[src/design/ticr_pkg.sv]
// Constants for the timer interrupt clear register bank.
// Assumes a 32-bit APB slave port on the system clock and a
// word-aligned register window.
package ticr_pkg;

    // ------------------------------------------------------------
    // Bus geometry
    // ------------------------------------------------------------
    localparam int ADDR_W = 12;
    localparam int DATA_W = 32;

    // ------------------------------------------------------------
    // Register byte offsets
    // ------------------------------------------------------------
    localparam logic [ADDR_W-1:0] OFF_MASK = 12'h000;
    localparam logic [ADDR_W-1:0] OFF_RAW = 12'h004;
    localparam logic [ADDR_W-1:0] OFF_MIS = 12'h008;
    localparam logic [ADDR_W-1:0] OFF_CLEAR = 12'h00C;

    // ------------------------------------------------------------
    // Interrupt source fields, shared by every register
    // ------------------------------------------------------------
    localparam int SRC_N = 4;
    localparam int BIT_TIMA_TIMEOUT = 0;
    localparam int BIT_CAPA_MATCH = 1;
    localparam int BIT_CAPA_EVENT = 2;
    localparam int BIT_RTC = 3;

    typedef logic [SRC_N-1:0] ticr_src_t;
    typedef logic [DATA_W-1:0] ticr_word_t;

    // ------------------------------------------------------------
    // Reset values
    // ------------------------------------------------------------
    localparam ticr_src_t MASK_RESET = 4'h0;
    localparam ticr_src_t RAW_RESET = 4'h0;
    localparam ticr_src_t SRC_NONE = 4'h0;
    localparam ticr_word_t WORD_ZERO = 32'h0000_0000;

endpackage

[src/design/ticr_irq_if.sv]
// Carrier between the register front end and the interrupt status core.
// Assumes both ends run on the same clock; the interface has no logic.
`timescale 1ns/1ps

interface ticr_irq_if;
    import ticr_pkg::*;

    ticr_src_t set_evt;
    ticr_src_t clear;
    ticr_src_t mask;
    ticr_src_t raw;
    ticr_src_t masked;

    modport core (
        input set_evt,
        input clear,
        input mask,
        output raw,
        output masked
    );

    modport ctrl (
        output set_evt,
        output clear,
        output mask,
        input raw,
        input masked
    );

endinterface

[src/design/ticr_irq_core.sv]
// Sticky interrupt status bits for the timer A and real-time-clock sources.
// Assumes set and clear arrive as one-cycle pulses on the same clock.
`timescale 1ns/1ps

module ticr_irq_core (
    // Clock and reset
    input wire logic clock,
    input wire logic reset_n,
    // Status carrier
    ticr_irq_if.core bus
);
    import ticr_pkg::*;

    // ------------------------------------------------------------
    // Raw status
    // ------------------------------------------------------------
    ticr_src_t raw;
    ticr_src_t next_raw;

    // A zero in the clear vector leaves its bit alone, and a set in
    // the same cycle as a clear wins so that no event is lost.
    // selective clear
    always_comb begin
        next_raw = (raw & ~bus.clear) | bus.set_evt;
    end

    always_ff @(posedge clock or negedge reset_n) begin
        if (!reset_n) begin
            raw <= RAW_RESET;
        end else begin
            raw <= next_raw;
        end
    end

    assign bus.raw = raw;

    // ------------------------------------------------------------
    // Masked status
    // ------------------------------------------------------------
    // Derived from raw, so a clear drops both views together.
    // masked follows raw
    assign bus.masked = raw & bus.mask;

endmodule

[src/design/ticr_top.sv]
// APB register bank holding the interrupt mask, raw and masked status
// and the write-one-to-clear register of the timer A / RTC sources.
// Assumes event pulses come from timer logic on the same clock.
//
// Operation
// - Writing one to bit 3 of the clear register clears the RTC interrupt.
// - Writing one to bit 2 clears the capture A event interrupt.
// - Bit 1 is write-one-to-clear for capture A match, reset value zero.
// - Bit 0 is write-one-to-clear for the timer A time-out interrupt.
// - Writing zero to a clear field leaves that interrupt untouched.
`timescale 1ns/1ps

module ticr_top (
    // Clock and reset
    input wire logic clock,
    input wire logic reset_n,
    // APB slave
    input wire logic psel,
    input wire logic penable,
    input wire logic pwrite,
    input wire logic [ticr_pkg::ADDR_W-1:0] paddr,
    input wire logic [ticr_pkg::DATA_W-1:0] pwdata,
    output logic [ticr_pkg::DATA_W-1:0] prdata,
    output logic pready,
    output logic pslverr,
    // Interrupt events from the timer
    input wire logic tima_timeout_evt,
    input wire logic capa_match_evt,
    input wire logic capa_event_evt,
    input wire logic rtc_match_evt,
    // Interrupt request
    output logic irq
);
    import ticr_pkg::*;

    // ------------------------------------------------------------
    // Helpers
    // ------------------------------------------------------------
    function automatic logic reg_hit(
        input logic [ADDR_W-1:0] addr,
        input logic [ADDR_W-1:0] offset
    );
        reg_hit = (addr == offset);
    endfunction

    function automatic ticr_word_t widen(input ticr_src_t value);
        widen = {{(DATA_W-SRC_N){1'b0}}, value};
    endfunction

    // ------------------------------------------------------------
    // Status carrier and core
    // ------------------------------------------------------------
    ticr_irq_if irq_bus ();

    ticr_irq_core core (
        .clock(clock),
        .reset_n(reset_n),
        .bus(irq_bus)
    );

    // ------------------------------------------------------------
    // Bus phase decode
    // ------------------------------------------------------------
    logic setup_phase;
    logic write_done;
    logic hit_mask;
    logic hit_raw;
    logic hit_mis;
    logic hit_clear;
    logic hit_any;

    assign setup_phase = psel && !penable;
    assign write_done = psel && penable && pready && pwrite;

    always_comb begin
        hit_mask = 1'b0;
        hit_raw = 1'b0;
        hit_mis = 1'b0;
        hit_clear = 1'b0;
        if (reg_hit(paddr, OFF_MASK)) begin
            hit_mask = 1'b1;
        end else if (reg_hit(paddr, OFF_RAW)) begin
            hit_raw = 1'b1;
        end else if (reg_hit(paddr, OFF_MIS)) begin
            hit_mis = 1'b1;
        end else if (reg_hit(paddr, OFF_CLEAR)) begin
            hit_clear = 1'b1;
        end
    end

    assign hit_any = hit_mask || hit_raw || hit_mis || hit_clear;

    // ------------------------------------------------------------
    // Handshake
    // ------------------------------------------------------------
    // Every access completes in the first access cycle. Ready is
    // registered so that the bus sees a clean flop output.
    always_ff @(posedge clock or negedge reset_n) begin
        if (!reset_n) begin
            pready <= 1'b0;
        end else begin
            pready <= setup_phase;
        end
    end

    always_ff @(posedge clock or negedge reset_n) begin
        if (!reset_n) begin
            pslverr <= 1'b0;
        end else begin
            pslverr <= setup_phase && !hit_any;
        end
    end

    // ------------------------------------------------------------
    // Read data
    // ------------------------------------------------------------
    // Read data is captured at setup, so it shows the state one
    // cycle before the access edge. The clear register reads zero,
    // as do unmapped addresses and all bits above the four fields.
    ticr_word_t next_prdata;

    always_comb begin
        next_prdata = WORD_ZERO;
        if (hit_mask) begin
            next_prdata = widen(irq_bus.mask);
        end else if (hit_raw) begin
            next_prdata = widen(irq_bus.raw);
        end else if (hit_mis) begin
            next_prdata = widen(irq_bus.masked);
        end
    end

    always_ff @(posedge clock or negedge reset_n) begin
        if (!reset_n) begin
            prdata <= WORD_ZERO;
        end else if (setup_phase && !pwrite) begin
            prdata <= next_prdata;
        end else if (!psel) begin
            prdata <= WORD_ZERO;
        end
    end

    // ------------------------------------------------------------
    // Mask register
    // ------------------------------------------------------------
    ticr_src_t mask;

    always_ff @(posedge clock or negedge reset_n) begin
        if (!reset_n) begin
            mask <= MASK_RESET;
        end else if (write_done && hit_mask) begin
            mask <= pwdata[SRC_N-1:0];
        end
    end

    // ------------------------------------------------------------
    // Clear register and events
    // ------------------------------------------------------------
    // The clear register stores nothing: each field is a strobe that
    // exists only at the completing edge of the write.
    ticr_src_t clear_vec;

    always_comb begin
        clear_vec = SRC_NONE;
        if (write_done && hit_clear) begin
            clear_vec[BIT_RTC] = pwdata[BIT_RTC];
            clear_vec[BIT_CAPA_EVENT] = pwdata[BIT_CAPA_EVENT];
            clear_vec[BIT_CAPA_MATCH] = pwdata[BIT_CAPA_MATCH];
            clear_vec[BIT_TIMA_TIMEOUT] = pwdata[BIT_TIMA_TIMEOUT];
        end
    end

    ticr_src_t set_vec;

    always_comb begin
        set_vec = SRC_NONE;
        set_vec[BIT_TIMA_TIMEOUT] = tima_timeout_evt;
        set_vec[BIT_CAPA_MATCH] = capa_match_evt;
        set_vec[BIT_CAPA_EVENT] = capa_event_evt;
        set_vec[BIT_RTC] = rtc_match_evt;
    end

    assign irq_bus.set_evt = set_vec;
    assign irq_bus.clear = clear_vec;
    assign irq_bus.mask = mask;

    // ------------------------------------------------------------
    // Interrupt output
    // ------------------------------------------------------------
    // One cycle behind the masked status, traded for a flop output.
    always_ff @(posedge clock or negedge reset_n) begin
        if (!reset_n) begin
            irq <= 1'b0;
        end else begin
            irq <= |irq_bus.masked;
        end
    end

    // ------------------------------------------------------------
    // Checks
    // ------------------------------------------------------------
    chk_rtc_clear: assert property (
        @(posedge clock) disable iff (!reset_n)
        (write_done && hit_clear && pwdata[BIT_RTC] && !rtc_match_evt)
        |=> !irq_bus.raw[BIT_RTC]
    ) else $error("rtc interrupt not cleared by write of one");

    chk_capev_clear: assert property (
        @(posedge clock) disable iff (!reset_n)
        (write_done && hit_clear && pwdata[BIT_CAPA_EVENT])
        ##0 !capa_event_evt
        |=> (irq_bus.raw[BIT_CAPA_EVENT] == 1'b0)
    ) else $error("capture event interrupt not cleared");

    chk_capmatch_clear: assert property (
        @(posedge clock) disable iff (!reset_n)
        (write_done && hit_clear && pwdata[BIT_CAPA_MATCH])
        && !capa_match_evt && !$past(capa_match_evt)
        |=> !irq_bus.raw[BIT_CAPA_MATCH] && !irq_bus.masked[BIT_CAPA_MATCH]
    ) else $error("capture match interrupt not cleared");

    chk_capmatch_reset: assert property (
        @(posedge clock) disable iff (!reset_n)
        $rose(reset_n) |-> !irq_bus.raw[BIT_CAPA_MATCH]
    ) else $error("capture match status not zero after reset");

    chk_timeout_clear: assert property (
        @(posedge clock) disable iff (!reset_n)
        (write_done && hit_clear && pwdata[BIT_TIMA_TIMEOUT]
            && !tima_timeout_evt)
        |=> !irq_bus.raw[BIT_TIMA_TIMEOUT]
            && !irq_bus.masked[BIT_TIMA_TIMEOUT]
    ) else $error("timer timeout interrupt not cleared");

    chk_zero_keeps: assert property (
        @(posedge clock) disable iff (!reset_n)
        (write_done && hit_clear && !pwdata[BIT_TIMA_TIMEOUT]
            && irq_bus.raw[BIT_TIMA_TIMEOUT])
        |=> irq_bus.raw[BIT_TIMA_TIMEOUT]
    ) else $error("writing zero disturbed timeout status");

    chk_zero_keeps_rtc: assert property (
        @(posedge clock) disable iff (!reset_n)
        (write_done && hit_clear && !pwdata[BIT_RTC]
            && irq_bus.raw[BIT_RTC])
        |=> $stable(irq_bus.raw[BIT_RTC])
    ) else $error("writing zero disturbed rtc status");

    chk_masked_drop: assert property (
        @(posedge clock) disable iff (!reset_n)
        (write_done && hit_clear && (pwdata[SRC_N-1:0] != SRC_NONE)
            && (set_vec == SRC_NONE))
        |=> ((irq_bus.masked & $past(pwdata[SRC_N-1:0])) == SRC_NONE)
    ) else $error("masked status survived a clear");

    chk_set_wins: assert property (
        @(posedge clock) disable iff (!reset_n)
        (rtc_match_evt && write_done && hit_clear && pwdata[BIT_RTC])
        |=> irq_bus.raw[BIT_RTC]
    ) else $error("event lost against a same-cycle clear");

    chk_ready_timing: assert property (
        @(posedge clock) disable iff (!reset_n)
        setup_phase |=> pready ##1 !pready
    ) else $error("ready did not follow setup by one cycle");

    chk_clear_reads_zero: assert property (
        @(posedge clock) disable iff (!reset_n)
        (setup_phase && !pwrite && hit_clear) |=> (prdata == WORD_ZERO)
    ) else $error("clear register did not read zero");

    chk_err_unmapped: assert property (
        @(posedge clock) disable iff (!reset_n)
        (setup_phase && !hit_any) |=> (pready && pslverr)
    ) else $error("unmapped access not refused");

    chk_irq_high: assert property (
        @(posedge clock) disable iff (!reset_n)
        (irq_bus.masked != SRC_NONE) |=> irq
    ) else $error("irq low while an unmasked status bit is set");

    chk_irq_low: assert property (
        @(posedge clock) disable iff (!reset_n)
        (irq_bus.masked == SRC_NONE) |=> !irq
    ) else $error("irq high with no unmasked status bit");

    chk_zero_keeps_capev: assert property (
        @(posedge clock) disable iff (!reset_n)
        (write_done && hit_clear && !pwdata[BIT_CAPA_EVENT]
            && irq_bus.raw[BIT_CAPA_EVENT])
        |=> irq_bus.raw[BIT_CAPA_EVENT]
    ) else $error("writing zero disturbed capture event status");

    chk_zero_keeps_capmatch: assert property (
        @(posedge clock) disable iff (!reset_n)
        (write_done && hit_clear && !pwdata[BIT_CAPA_MATCH]
            && irq_bus.raw[BIT_CAPA_MATCH])
        |=> irq_bus.raw[BIT_CAPA_MATCH]
    ) else $error("writing zero disturbed capture match status");

endmodule

[config.mk]
export PLATFORM = sky130hd
export DESIGN_NAME = ticr_top
export DESIGN_NICKNAME = d
export VERILOG_FILES = /design/src/design/ticr_pkg.sv /design/src/design/ticr_irq_if.sv /design/src/design/ticr_irq_core.sv /design/src/design/ticr_top.sv
export SDC_FILE = /design/constraint.sdc
export NUM_CORES = 1
export LEC_CHECK = 0
export ABC_AREA = 0
export BUFFER_PORTS_ARGS = -buffer_cell sky130_fd_sc_hd__buf_4
export CORE_ASPECT_RATIO = 1.5
export CORE_MARGIN = 1.5
export CORE_UTILIZATION = 39
export DETAILED_ROUTE_END_ITERATION = 10
export GPL_TIMING_DRIVEN = 0
export PLACE_DENSITY_LB_ADDON = 0.1
export SYNTH_ARGS = -nofsm -noshare
export SYNTH_HDL_FRONTEND = slang
export SYNTH_SLANG_ARGS = --single-unit
[constraint.sdc]
create_clock -name clock -period 2.7 [get_ports clock]
set_input_delay 0.27 -clock clock [delete_from_list [all_inputs] [get_ports clock]]
set_output_delay 0.27 -clock clock [all_outputs]
set_load 0.05 [all_outputs]
### Word level (Yosys, flattened, before mapping)

Cells that the tools add are included.

| operators by class | value |
|---|---|
| equal/unequal tests | 4 |
| multiplexer cells | 16 |
| reduce and logical (&&, ||, !) cells | 16 |
| bitwise logic cells | 4 |

Operators with widths:

| cell | number |
|---|---|
| 32-bit 2-to-1 mux | 2 |
| 12-bit by 4-bit == test with 1-bit output (second input constant) | 2 |
| 4-bit 2-to-1 mux | 4 |
| 12-bit by 3-bit == test with 1-bit output (second input constant) | 1 |
| 12-bit zero test | 1 |
| 1-bit 2-to-1 mux | 10 |
| 4-bit AND | 2 |
| 1-bit logical AND | 8 |
| 4-bit inverter | 1 |
| 4-bit bitwise OR | 1 |
| 4-bit OR reduction | 1 |
| 1-bit zero test | 3 |
| 1-bit logical OR | 3 |
| 2-bit by 1-bit inequality test with 1-bit output (second input constant) | 1 |

| storage, ports and cells | value |
|---|---|
| output and inout port bits | 35 |
| bits of input ports | 53 |
| register bits after elaboration | 43 |
| word-level logic and storage cells | 46 |

### Logic depth before layout (Yosys ltp)

Gate-level depths: netlist of run 1.

| depth | value |
|---|---|
| word-level depth | 10 |
| gate-level depth with buffers | 4 |
| depth with buffers taken out | 3 |

### Modules after synthesis

Synthesis of run 1 repeated with hierarchy kept, for this count alone.

| unflattened totals | value |
|---|---|
| cells, all modules | 100 |
| area total of the unflattened synthesis | 1014.7 um^2 |

By module, submodules not included:

| module | cells an instance | instances | area each (um^2) | seq. area each (um^2) |
|---|---|---|---|---|
| ticr_top | 84 | 1 | 844.6 | 275.3 |
| ticr_irq_core | 16 | 1 | 170.2 | 100.1 |

### Worst setup path before layout of run 1

OpenSTA, ideal clock, no wires.

| timing | value |
|---|---|
| path type | input-to-reg |
| start | input paddr[2] (netlist bit) |
| end | register mask[0] (netlist: irq_bus.mask[0]) |
| cell stages on the path | 4 |
| arrival | 1.579 ns |
| path buffers | 1 |
| data required time | 2.575 ns |
| setup slack | 0.996 ns |
| library setup time | 0.125 ns |
| cells stage by stage | buf_2 -> or4_1 -> nor4_4 -> mux2_2 |

| on the way | value |
|---|---|
| longest elaborated chain between the ends | 3 |

Ends and longest elaborated chain:

| element | RTL line | source |
|---|---|---|
| start: declaration | ticr_top.sv:21 | `input wire logic [ticr_pkg::ADDR_W-1:0] paddr,` |
| 12-bit zero test | ticr_top.sv:43 | `reg_hit = (addr == offset);` |
| 1-bit 2-to-1 mux | ticr_top.sv:80 | `if (reg_hit(paddr, OFF_MASK)) begin` |
| 1-bit logical AND | ticr_top.sv:151 | `end else if (write_done && hit_mask) begin` |
| end signal: assignment | ticr_top.sv:152 | `mask <= pwdata[SRC_N-1:0];` |
| end: declaration | ticr_top.sv:146 | `ticr_src_t mask;` |

No other way between the ends.
A chain may end at the register's enable or synchronous reset.

### Worst setup path after layout of run 1

| timing | value |
|---|---|
| start | input paddr[9] (netlist bit) |
| end | register core.raw[0] (netlist: core.bus.raw[0]) |

| on the way | value |
|---|---|
| longest elaborated chain between the ends | 10 |
| elaborated cells on any way between the ends | 13 |
| classes of those cells | 3 x eq/ne; 5 x mux; 3 x bitwise; 2 x reduce/logical |

Ends and longest elaborated chain:

| element | RTL line | source |
|---|---|---|
| 12-bit by 4-bit == test with 1-bit output | ticr_top.sv:43 |  |
| 1-bit 2-to-1 mux | ticr_top.sv:86 | `end else if (reg_hit(paddr, OFF_CLEAR)) begin` |
| 1-bit 2-to-1 mux | ticr_top.sv:84 | `end else if (reg_hit(paddr, OFF_MIS)) begin` |
| 1-bit 2-to-1 mux | ticr_top.sv:82 | `end else if (reg_hit(paddr, OFF_RAW)) begin` |
| 1-bit 2-to-1 mux * | ticr_top.sv:80 |  |
| 1-bit logical AND * | ticr_top.sv:165 | `if (write_done && hit_clear) begin` |
| 4-bit 2-to-1 mux * | ticr_top.sv:165 |  |
| 4-bit inverter * | ticr_irq_core.sv:24 | `next_raw = (raw & ~bus.clear) \| bus.set_evt;` |
| 4-bit AND * | ticr_irq_core.sv:24 |  |
| 4-bit bitwise OR * | ticr_irq_core.sv:24 |  |
| net core.next_raw[0] | ticr_irq_core.sv:18 | `ticr_src_t next_raw;` |
| end signal: assignment | ticr_irq_core.sv:31 | `raw <= next_raw;` |
| end: declaration | ticr_irq_core.sv:17 | `ticr_src_t raw;` |

The timed path passes the listed nets; every way through them passes the cells marked *.

==> results of run 1 <==
## cells in the mapped netlist
master and number:
o41a_2 1, or4_1 1, mux2i_1 4, mux2_1 1
nor2b_1 1, nand4_1 1, or4_4 3, dfrtp_1 15
nor2_1 4, nor4_4 1, buf_2 1, o21a_1 1
conb_1 1, a22oi_1 2, buf_4 28, nand4bb_1 1
a211o_1 1, a31oi_1 4, mux2_2 3, inv_1 4
nor4_1 1, nand2_1 5, o21ai_1 4, or3b_2 1
a2bb2oi_1 4
## flip-flops by register name (all words and copies together), names as in the netlist
| signal | count |
|---|---|
| core.bus.raw | 4 |
| irq | 1 |
| irq_bus.mask | 4 |
| prdata | 4 |
| pready | 1 |
| pslverr | 1 |
## cells by family after synthesis
kind of cell	count (synthesis)	share of synthesized area
AO/OA/AOI/OAI	17	0.130
buffers and inverters	33	0.241
flip-flops	15	0.394
multiplexers	8	0.0892
other	1	0.00393
AND/OR/NAND/NOR	19	0.142
## final timing paths
check | endpoint | slack, ns | cells after the start
setup reg to reg | core.bus.raw[0]$_DFF_PN0_ | 1.18 | 3
min in group asynchronous | irq$_DFF_PN0_ | 0.37 | 2
max in group asynchronous | irq_bus.mask[0]$_DFFE_PN0P_ | 2.15 | 2
hold / removal | core.bus.raw[2]$_DFF_PN0_ | 0.16 | 2
setup / recovery | core.bus.raw[0]$_DFF_PN0_ | 1.02 | 4
hold reg to reg | prdata[0]$_DFFE_PN0P_ | 0.49 | 2
## per-stage QoR
step | power (mW) | setup WS, ns | utilization | hold WS, ns
floorplan | 0.371 | 0.996 | - | -0.0256
global placement | 0.409 | 0.660 | 0.573 | 0.130
detailed placement | 0.410 | 0.655 | 0.573 | 0.132
CTS | 0.539 | 0.964 | 0.588 | 0.152
global route | 0.559 | 0.874 | 0.588 | 0.150
finish | 0.533 | 1.02 | 0.588 | 0.160
## layout by cell type (no fill, tap or decap), drive strengths merged, types with 4 or more instances in the layout
| cell type | instances |
|---|---|
| buf | 59 |
| conb | 28 |
| dfrtp | 15 |
| nand2 | 5 |
| inv | 4 |
| nor2 | 4 |
| a31oi | 4 |
| mux2i | 4 |
| a2bb2oi | 4 |
| o21ai | 4 |
| or4 | 4 |
| mux2 | 4 |
| clkbuf | 4 |
## power breakdown
part	switching (mW)	leakage (nW)	internal (mW)
Combinational	0.118	0.540	0.0633
Sequential	0.000641	0.187	0.226
Clock	0.0685	0.0150	0.0574
Total	0.187	0.742	0.347
## timing repair
| action | 4_1_cts | 5_1_grt |
|---|---|---|
| hold buffers | 1 | 0 |
| hold endpoints to repair | 15 | 0 |
| gates resized for setup | 0 | 0 |
## per-layer routing
layer	up-vias	GRT usage	routed length [um]
li1	398	-	-
met1	349	0.132	534
met2	27	0.250	1030
met3	4	0.0172	93
met4	0	0.0795	40
met5	-	0	0
## area by class of cell
| type | count | area (sq um) | area share |
|---|---|---|---|
| buffer | 29 | 215 | 0.160 |
| tap | 23 | 28.8 | 0.0214 |
| clock buffer | 4 | 26.3 | 0.0195 |
| timing repair buffer | 31 | 235 | 0.175 |
| multi-input combinational | 72 | 449 | 0.334 |
| sequential | 15 | 375 | 0.279 |
| inverter | 4 | 15.0 | 0.0112 |
==> results.py, run 1 <==
metrics = {
    "setup_path": {
        "path_max_fanout": 4,
        "cpPeakStageDelay_ns": 0.70,
        "r2r-start": "pready$_DFF_PN0_",
        "cpMaxStageDelayCell": "nor4_1",
        "cp.required_ns": 2.84,
        "critical_path.endpoint_type": "register",
        "worstPathArrival_ns": 1.81,
        "crit_type": "input pin to register",
        "cpLargestDelayFamily": "simple AND/OR/NAND/NOR gates",
        "startpoint": "paddr[9]",
        "cp_cell_sequence": "buf_4, or4_4, nor4_1, a31oi_1",
        "cp_num_buf_inv": 1,
        "startpoint_type": "input pin",
    },
    "sta": {
        "report.final.slew_viol_count": 0,
        "final_period_minus_worst_setup_slack_ns": 1.68,
        "rsz0062_at_grt": "false",
        "hold_viol_final": 0,
        "fin_crit_sh": 0.621,
        "setup_violations": 0,
        "slew_headroom": 0.488,
        "fin_tns_setup_ns": 0,
        "tightest_slew_ns": 0.761,
        "fmaxAchievable_mhz": 597,
        "finalClockSkew_ns": 0.00381,
    },
    "power": {
        "max-vdd-ir-drop_uv": 248,
        "leakagePower_nw": 0.742,
        "powerDensity_nw_per_um2": 397,
    },
    "die": {
        "die_h_um": 63.6,
        "start_util": 0.417,
        "num_rows": 21,
        "dieArea_sq_um": 2760,
        "core_sq_um": 2290,
        "die_w_um": 43.4,
        "io_pins": 88,
    },
    "clock_network": {
        "cts.htree.levels": 1,
        "cts.sinks": 15,
        "post_cts_buffers": 0,
        "cts_root_buf": "clkbuf_4",
        "cts_tree": "done",
        "cts_buffer_depth": 2,
        "path_clk_slew_ns": 0.08,
        "cts_buffers": 3,
        "clk_latency_ns": 0.28,
    },
    "routing": {
        "wire_per_inst_um": 9.54,
        "wirelength_mm": 1.70,
        "drc_errors": 0,
        "vias": 778,
        "vias_per_cell": 4.37,
        "detail-route-antenna-nets": 0,
        "drt_iter0_drc": 11,
        "dr.pass1.iters": 4,
    },
    "logic_synthesis": {
        "synthDominantCellAreaShare": 0.394,
        "netlist_instances": 93,
        "synth_top_cell_by_area": "dfrtp_1",
        "ys_seq_area_frac": 0.394,
        "yosys.cell_types.count": 25,
        "synthTopCellsByArea": "dfrtp_1 39%, buf_4 22%, mux2i_1 4.2%",
        "yosys_register_bits": 15,
        "synth_area_sq_um": 953,
        "syn_area_per_cell_sq_um": 10.3,
        "yosysWarnings": 0,
    },
    "min_path": {
        "hold_path_class": "input pin to register",
        "min_from": "pwdata[2]",
    },
    "final_layout": {
        "area_growth_pct": 41.1,
        "layout.nets": 209,
        "n_antenna_cell": 0,
        "layout-drive-gt1-share": 0.458,
        "finalNonFillerCells": 178,
        "fin_area_sq_um": 1350,
        "n_fill_cell": 240,
    },
    "placed_design": {
        "dp.cells": 173,
        "gp_routability_congestion": 0.754,
        "placed_cell_area_sq_um": 1310,
        "portBuffers": 30,
    },
    "grt": {
        "antenna_found_initial": 0,
        "gr-usage-all-layers": 0.134,
        "grt_overflow": 0,
        "grt_max_degree": 16,
        "grt_pass1_vias": 710,
        "grt_pass1_wl_mm": 2.84,
    },
    "run": {
        "cap_violations": 0,
    },
    "status": {
        "status": "completed",
    },
}
No activity file was read; power rests on OpenSTA's default activity.
==> run 2: changes to the inputs <==
CORE_UTILIZATION = 33   (was 39)
clock period = 1.5 ns   (was 2.7 ns; I/O delays follow)
==> run 2 against run 1 <==
  * Global-route usage rose by 0.095 points
  * Die area rose by 17%
  * Non-clock buffer count rose by 2
  * Register-to-register slack got worse by 1.1 ns
  * Critical path type unchanged
  * Largest power group unchanged
  * Highest routed layer unchanged
==> results.py, run 2 (same netlist as run 1, synthesis figures left out) <==
metrics = {
    "routing": {
        "drt_iter0_drc": 0,
        "vias": 807,
        "dr.pass1.iters": 1,
        "wire_per_inst_um": 10.4,
        "wirelength_mm": 2.02,
        "vias_per_cell": 4.16,
        "detail-route-antenna-nets": 0,
        "drc_errors": 0,
    },
    "final_layout": {
        "area_growth_pct": 50.8,
        "mostFrequentLayoutCell": "buf_4",
        "n_fill_cell": 264,
        "finalNonFillerCells": 194,
        "final_cell_mix": "60 x buf_4, 28 x conb_1, 14 x dfrtp_1",
        "utilization": 0.531,
        "multi_input_area_sq_um": 483,
        "layout-drive-gt1-share": 0.490,
        "seq_area_sq_um": 377,
        "largest_registers": "core.bus.raw (4), irq_bus.mask (4), prdata (4)",
        "fin_area_sq_um": 1440,
        "n_antenna_cell": 0,
        "layout.nets": 211,
    },
    "setup_path": {
        "path_max_fanout": 4,
        "startpoint_type": "input pin",
        "worstPathArrival_ns": 1.57,
        "crit_type": "input pin to register",
        "cp.required_ns": 1.63,
        "reg2reg_depth": 4,
        "critical_path.endpoint_type": "register",
    },
    "power": {
        "max-vdd-ir-drop_uv": 592,
        "powerDensity_nw_per_um2": 739,
        "leakagePower_nw": 0.778,
        "power_mw": 1.06,
    },
    "clock_network": {
        "path_clk_slew_ns": 0.06,
        "cts_buffer_depth": 2,
        "clk_latency_ns": 0.24,
        "cts_root_buf": "clkbuf_8",
        "cts_tree": "done",
        "cts_buffers": 3,
        "cts.htree.levels": 1,
        "cts.sinks": 15,
    },
    "run": {
        "cap_violations": 0,
    },
    "placed_design": {
        "gp_routability_congestion": 0.727,
        "dp_slack_ns": -0.461,
        "dp_hpwl_mm": 1.71,
        "placed_cell_area_sq_um": 1350,
        "portBuffers": 30,
        "dp.cells": 187,
    },
    "grt": {
        "grt_pass1_wl_mm": 2.97,
        "antenna_found_initial": 0,
        "grt_overflow": 0,
        "gr-usage-all-layers": 0.135,
        "grt_max_degree": 16,
        "grt_pass1_vias": 739,
    },
    "sta": {
        "finalClockSkew_ns": 0.00417,
        "report.final.slew_viol_count": 0,
        "setup_ws_ns": 0.0512,
        "final_period_minus_worst_setup_slack_ns": 1.45,
        "setup_violations": 0,
        "rsz0062_at_grt": "false",
        "hold_viol_final": 0,
        "worst_hold_slack_ns": 0.0870,
        "fin_crit_sh": 0.966,
        "fin_tns_setup_ns": 0,
        "fmaxAchievable_mhz": 690,
    },
    "die": {
        "core_sq_um": 2710,
        "dieArea_sq_um": 3230,
        "die_w_um": 46.9,
        "die_h_um": 68.8,
        "start_util": 0.352,
        "io_pins": 88,
        "num_rows": 23,
    },
    "min_path": {
        "whs_path_depth": 2,
        "hold_path_class": "input pin to register",
    },
    "status": {
        "status": "completed",
    },
}
run 2: cell type report:
class                      instances  share of cell area
clock buffer                       4              0.0313
timing repair buffer              33               0.174
sequential                        15               0.262
multi-input combinational         72               0.336
buffer                            29               0.154
tap                               37              0.0322
inverter                           4              0.0104
run 2: path summary, 6_finish.rpt:
path | start | to | slack [ns]
setup / recovery | paddr[4] | irq_bus.mask[1]$_DFFE_PN0P_ | 0.05
hold / removal | pwdata[0] | core.bus.raw[0]$_DFF_PN0_ | 0.09
setup reg to reg | pready$_DFF_PN0_ | irq_bus.mask[1]$_DFFE_PN0P_ | 0.07
hold reg to reg | prdata[3]$_DFFE_PN0P_ | prdata[3]$_DFFE_PN0P_ | 0.49
max in group asynchronous | reset_n | pready$_DFF_PN0_ | 1.01
min in group asynchronous | reset_n | pready$_DFF_PN0_ | 0.30
run 2: power by group:
group          internal, mW  total (mW)  switching (mW)  leakage [nW]
Combinational         0.118       0.334           0.217         0.570
Clock                 0.188       0.320           0.132        0.0228
Sequential            0.408       0.409        0.000992         0.185
run 2: worst max-delay path, stage by stage:
cell and delay, ns:
buf_4 0.11, or4_4 0.57, nor4_4 0.26, buf_4 0.19, mux2_4 0.30
run 2: repair_timing:
item | CTS | global route
hold endpoints to repair | 15 | 0
buffers inserted | 1 | 1
setup endpoints to repair | 8 | 8
pin swaps | 1 | 3
resized for setup | 1 | 2
hold buffers | 1 | 0
run 2: layer usage:
| layer | global-route usage | share of wire | vias to the layer above |
|---|---|---|---|
| met5 | 0 | 0 | - |
| met2 | 0.262 | 0.57 | 41 |
| met3 | 0.0182 | 0.080 | 4 |
| met1 | 0.122 | 0.33 | 361 |
| met4 | 0.0833 | 0.025 | 0 |
| li1 | - | - | 401 |
==> run 3: changes to the inputs <==
BUFFER_PORTS_ARGS = unset   (was -buffer_cell sky130_fd_sc_hd__buf_4)
CORE_UTILIZATION = 40   (was 33)
DONT_BUFFER_PORTS = 1   (was unset)
==> run 3 against run 2 <==
  * The run now ends with negative setup slack left
  * Cell count down 16%
  * Non-clock buffer count down 17
  * Critical path type is now register to register
  * Clock power down 26%
  * Design area down 8.9%
  * Largest cell class unchanged
  * Total power down 11%
  * Global-route usage up 1.2 points
  * Via count down 7.8%
  * Maximum frequency down 11%
  * Die area down 17%
  * Largest power group unchanged
==> results.py, run 3 (same netlist as run 1, synthesis figures left out) <==
metrics = {
    "routing": {
        "detail-route-antenna-nets": 0,
        "wire_per_inst_um": 11.6,
        "drt_iter0_drc": 5,
        "dr.pass1.iters": 4,
        "vias_per_cell": 4.56,
        "vias": 744,
        "wirelength_mm": 1.89,
        "drc_errors": 0,
    },
    "clock_network": {
        "cts_buffers": 3,
        "cts_root_buf": "clkbuf_4",
        "cts_tree": "done",
        "cts.htree.levels": 1,
        "clk_latency_ns": 0.28,
        "cts_buffer_depth": 2,
        "cts.sinks": 15,
        "path_clk_slew_ns": 0.09,
    },
    "placed_design": {
        "portBuffers": 0,
        "dp_slack_ns": -0.325,
        "dp_hpwl_mm": 1.44,
        "gp_routability_congestion": 0.742,
        "dp.cells": 143,
    },
    "power": {
        "powerDensity_nw_per_um2": 721,
        "switching_share": 0.356,
        "comb_power_share": 0.307,
        "clkPwrFrac": 0.250,
        "p_switching_mw": 0.336,
        "seqPwrFrac": 0.443,
        "internal-power_mw": 0.609,
        "leakagePower_nw": 0.677,
        "max-vdd-ir-drop_uv": 327,
    },
    "die": {
        "dieArea_sq_um": 2690,
        "num_rows": 21,
        "die_w_um": 42.9,
        "io_pins": 88,
        "start_util": 0.427,
        "core_sq_um": 2230,
        "die_h_um": 62.8,
    },
    "setup_path": {
        "startpoint": "pready$_DFF_PN0_",
        "rrSetupSlack_ns": -0.12,
        "cp_cell_sequence": "nand4_1, buf_4, nor4_4, a31oi_1",
        "crit_type": "register to register",
        "startpoint_type": "register",
        "setup.worst_path.end": "core.bus.raw[1]$_DFF_PN0_",
        "worstPathArrival_ns": 1.78,
        "cpMaxStageDelayCell": "dfrtp_2",
        "path_max_fanout": 4,
        "rr_endpoint": "core.bus.raw[1]$_DFF_PN0_",
        "cpPeakStageDelay_ns": 0.53,
        "r2r-start": "pready$_DFF_PN0_",
        "reg2reg_depth": 4,
        "cp.required_ns": 1.66,
        "critical_path.endpoint_type": "register",
    },
    "final_layout": {
        "finalNonFillerCells": 163,
        "area_growth_pct": 37.4,
        "largest_registers": "core.bus.raw (4), irq_bus.mask (4), prdata (4)",
        "utilization": 0.587,
        "layout-drive-gt1-share": 0.336,
        "mostFrequentLayoutCell": "buf_4",
        "layout.nets": 194,
        "n_antenna_cell": 0,
        "n_fill_cell": 197,
        "final_cell_mix": "29 x buf_4, 28 x conb_1, 14 x dfrtp_1, 14 x dlygate4sd3_1, 5 x nand2_1",
    },
    "grt": {
        "antenna_found_initial": 0,
        "gr-usage-all-layers": 0.147,
        "grt_pass1_wl_mm": 3.01,
        "grt_max_degree": 16,
        "grt_overflow": 0,
        "grt_pass1_vias": 732,
    },
    "sta": {
        "report.final.slew_viol_count": 0,
        "fmaxAchievable_mhz": 617,
        "final_period_minus_worst_setup_slack_ns": 1.62,
        "hold_viol_final": 0,
        "slew_headroom": 0.541,
        "fin_tns_setup_ns": -0.808,
        "worst_hold_slack_ns": 0.0104,
        "rsz0062_at_grt": "true",
        "tightest_slew_ns": 0.686,
        "fin_crit_sh": 1.08,
        "setup_violations": 8,
        "finalClockSkew_ns": 0.000968,
        "setup_ws_ns": -0.120,
    },
    "min_path": {
        "hold_path_class": "input pin to register",
    },
    "run": {
        "cap_violations": 0,
    },
    "status": {
        "violations": "negative setup slack",
        "status": "finished with violations",
    },
}
[run 3: worst min-delay path by stage]
stage                        startpoint                     endpoint  slack (ns)  cells after the start
final                     rtc_match_evt    core.bus.raw[3]$_DFF_PN0_        0.01                      2
after global routing          pwdata[0]  irq_bus.mask[0]$_DFFE_PN0P_      0.0008                      1
after CTS                     pwdata[3]  irq_bus.mask[3]$_DFFE_PN0P_      0.0002                      1
after detailed placement        reset_n        prdata[1]$_DFFE_PN0P_       -0.15                      0
after global placement          reset_n        prdata[1]$_DFFE_PN0P_       -0.15                      0
after floorplan                 reset_n    core.bus.raw[0]$_DFF_PN0_       -0.15                      0
[run 3: power by group through the flow]
| stage | Sequential, mW | Clock, mW | Combinational [mW] |
|---|---|---|---|
| finish | 0.419 | 0.236 | 0.290 |
| global route | 0.419 | 0.262 | 0.304 |
| CTS | 0.418 | 0.242 | 0.280 |
| detailed placement | 0.427 | 0 | 0.248 |
| global placement | 0.427 | 0 | 0.248 |
| floorplan | 0.426 | 0 | 0.244 |
[run 3: layer usage]
layer,part of all wire,up-vias,global-route usage
met5,0,-,0
met4,0.012,0,0.0820
met3,0.089,2,0.0116
met2,0.56,40,0.277
met1,0.34,336,0.149
li1,-,366,-
[run 3: area by class of cell]
class / count / area [sq um] / share of cell area
multi-input cells: 72 / 483 / 0.369
flip-flops and latches: 15 / 377 / 0.287
plain buffers: 29 / 221 / 0.169
repair buffers: 16 / 159 / 0.121
well taps: 23 / 28.8 / 0.0220
clock buffers: 4 / 26.3 / 0.0201
inverters: 4 / 15.0 / 0.0115
[run 3: timing repair]
action                     in CTS  in global routing
setup endpoints to repair       8                  8
setup buffers                   1                  1
pin swaps                       2                  4
resized for setup               2                  2
hold buffers                   11                  3
hold endpoints to repair       21                  3
[run 3: metrics by stage]
stage          cell area [sq um]  power [mW]
2_1_floorplan               1080       0.671
3_3_place_gp                1110       0.674
3_5_place_dp                1110       0.675
4_1_cts                     1260       0.941
5_1_grt                     1310       0.985
6_report                    1310       0.945
[run 3: critical path: cells and delay by family (launching register included)]
kind,cells,cell delay (ns)
compound gates,1,0.14
flops,1,0.53
simple gates,2,0.62
buf+inv,1,0.20
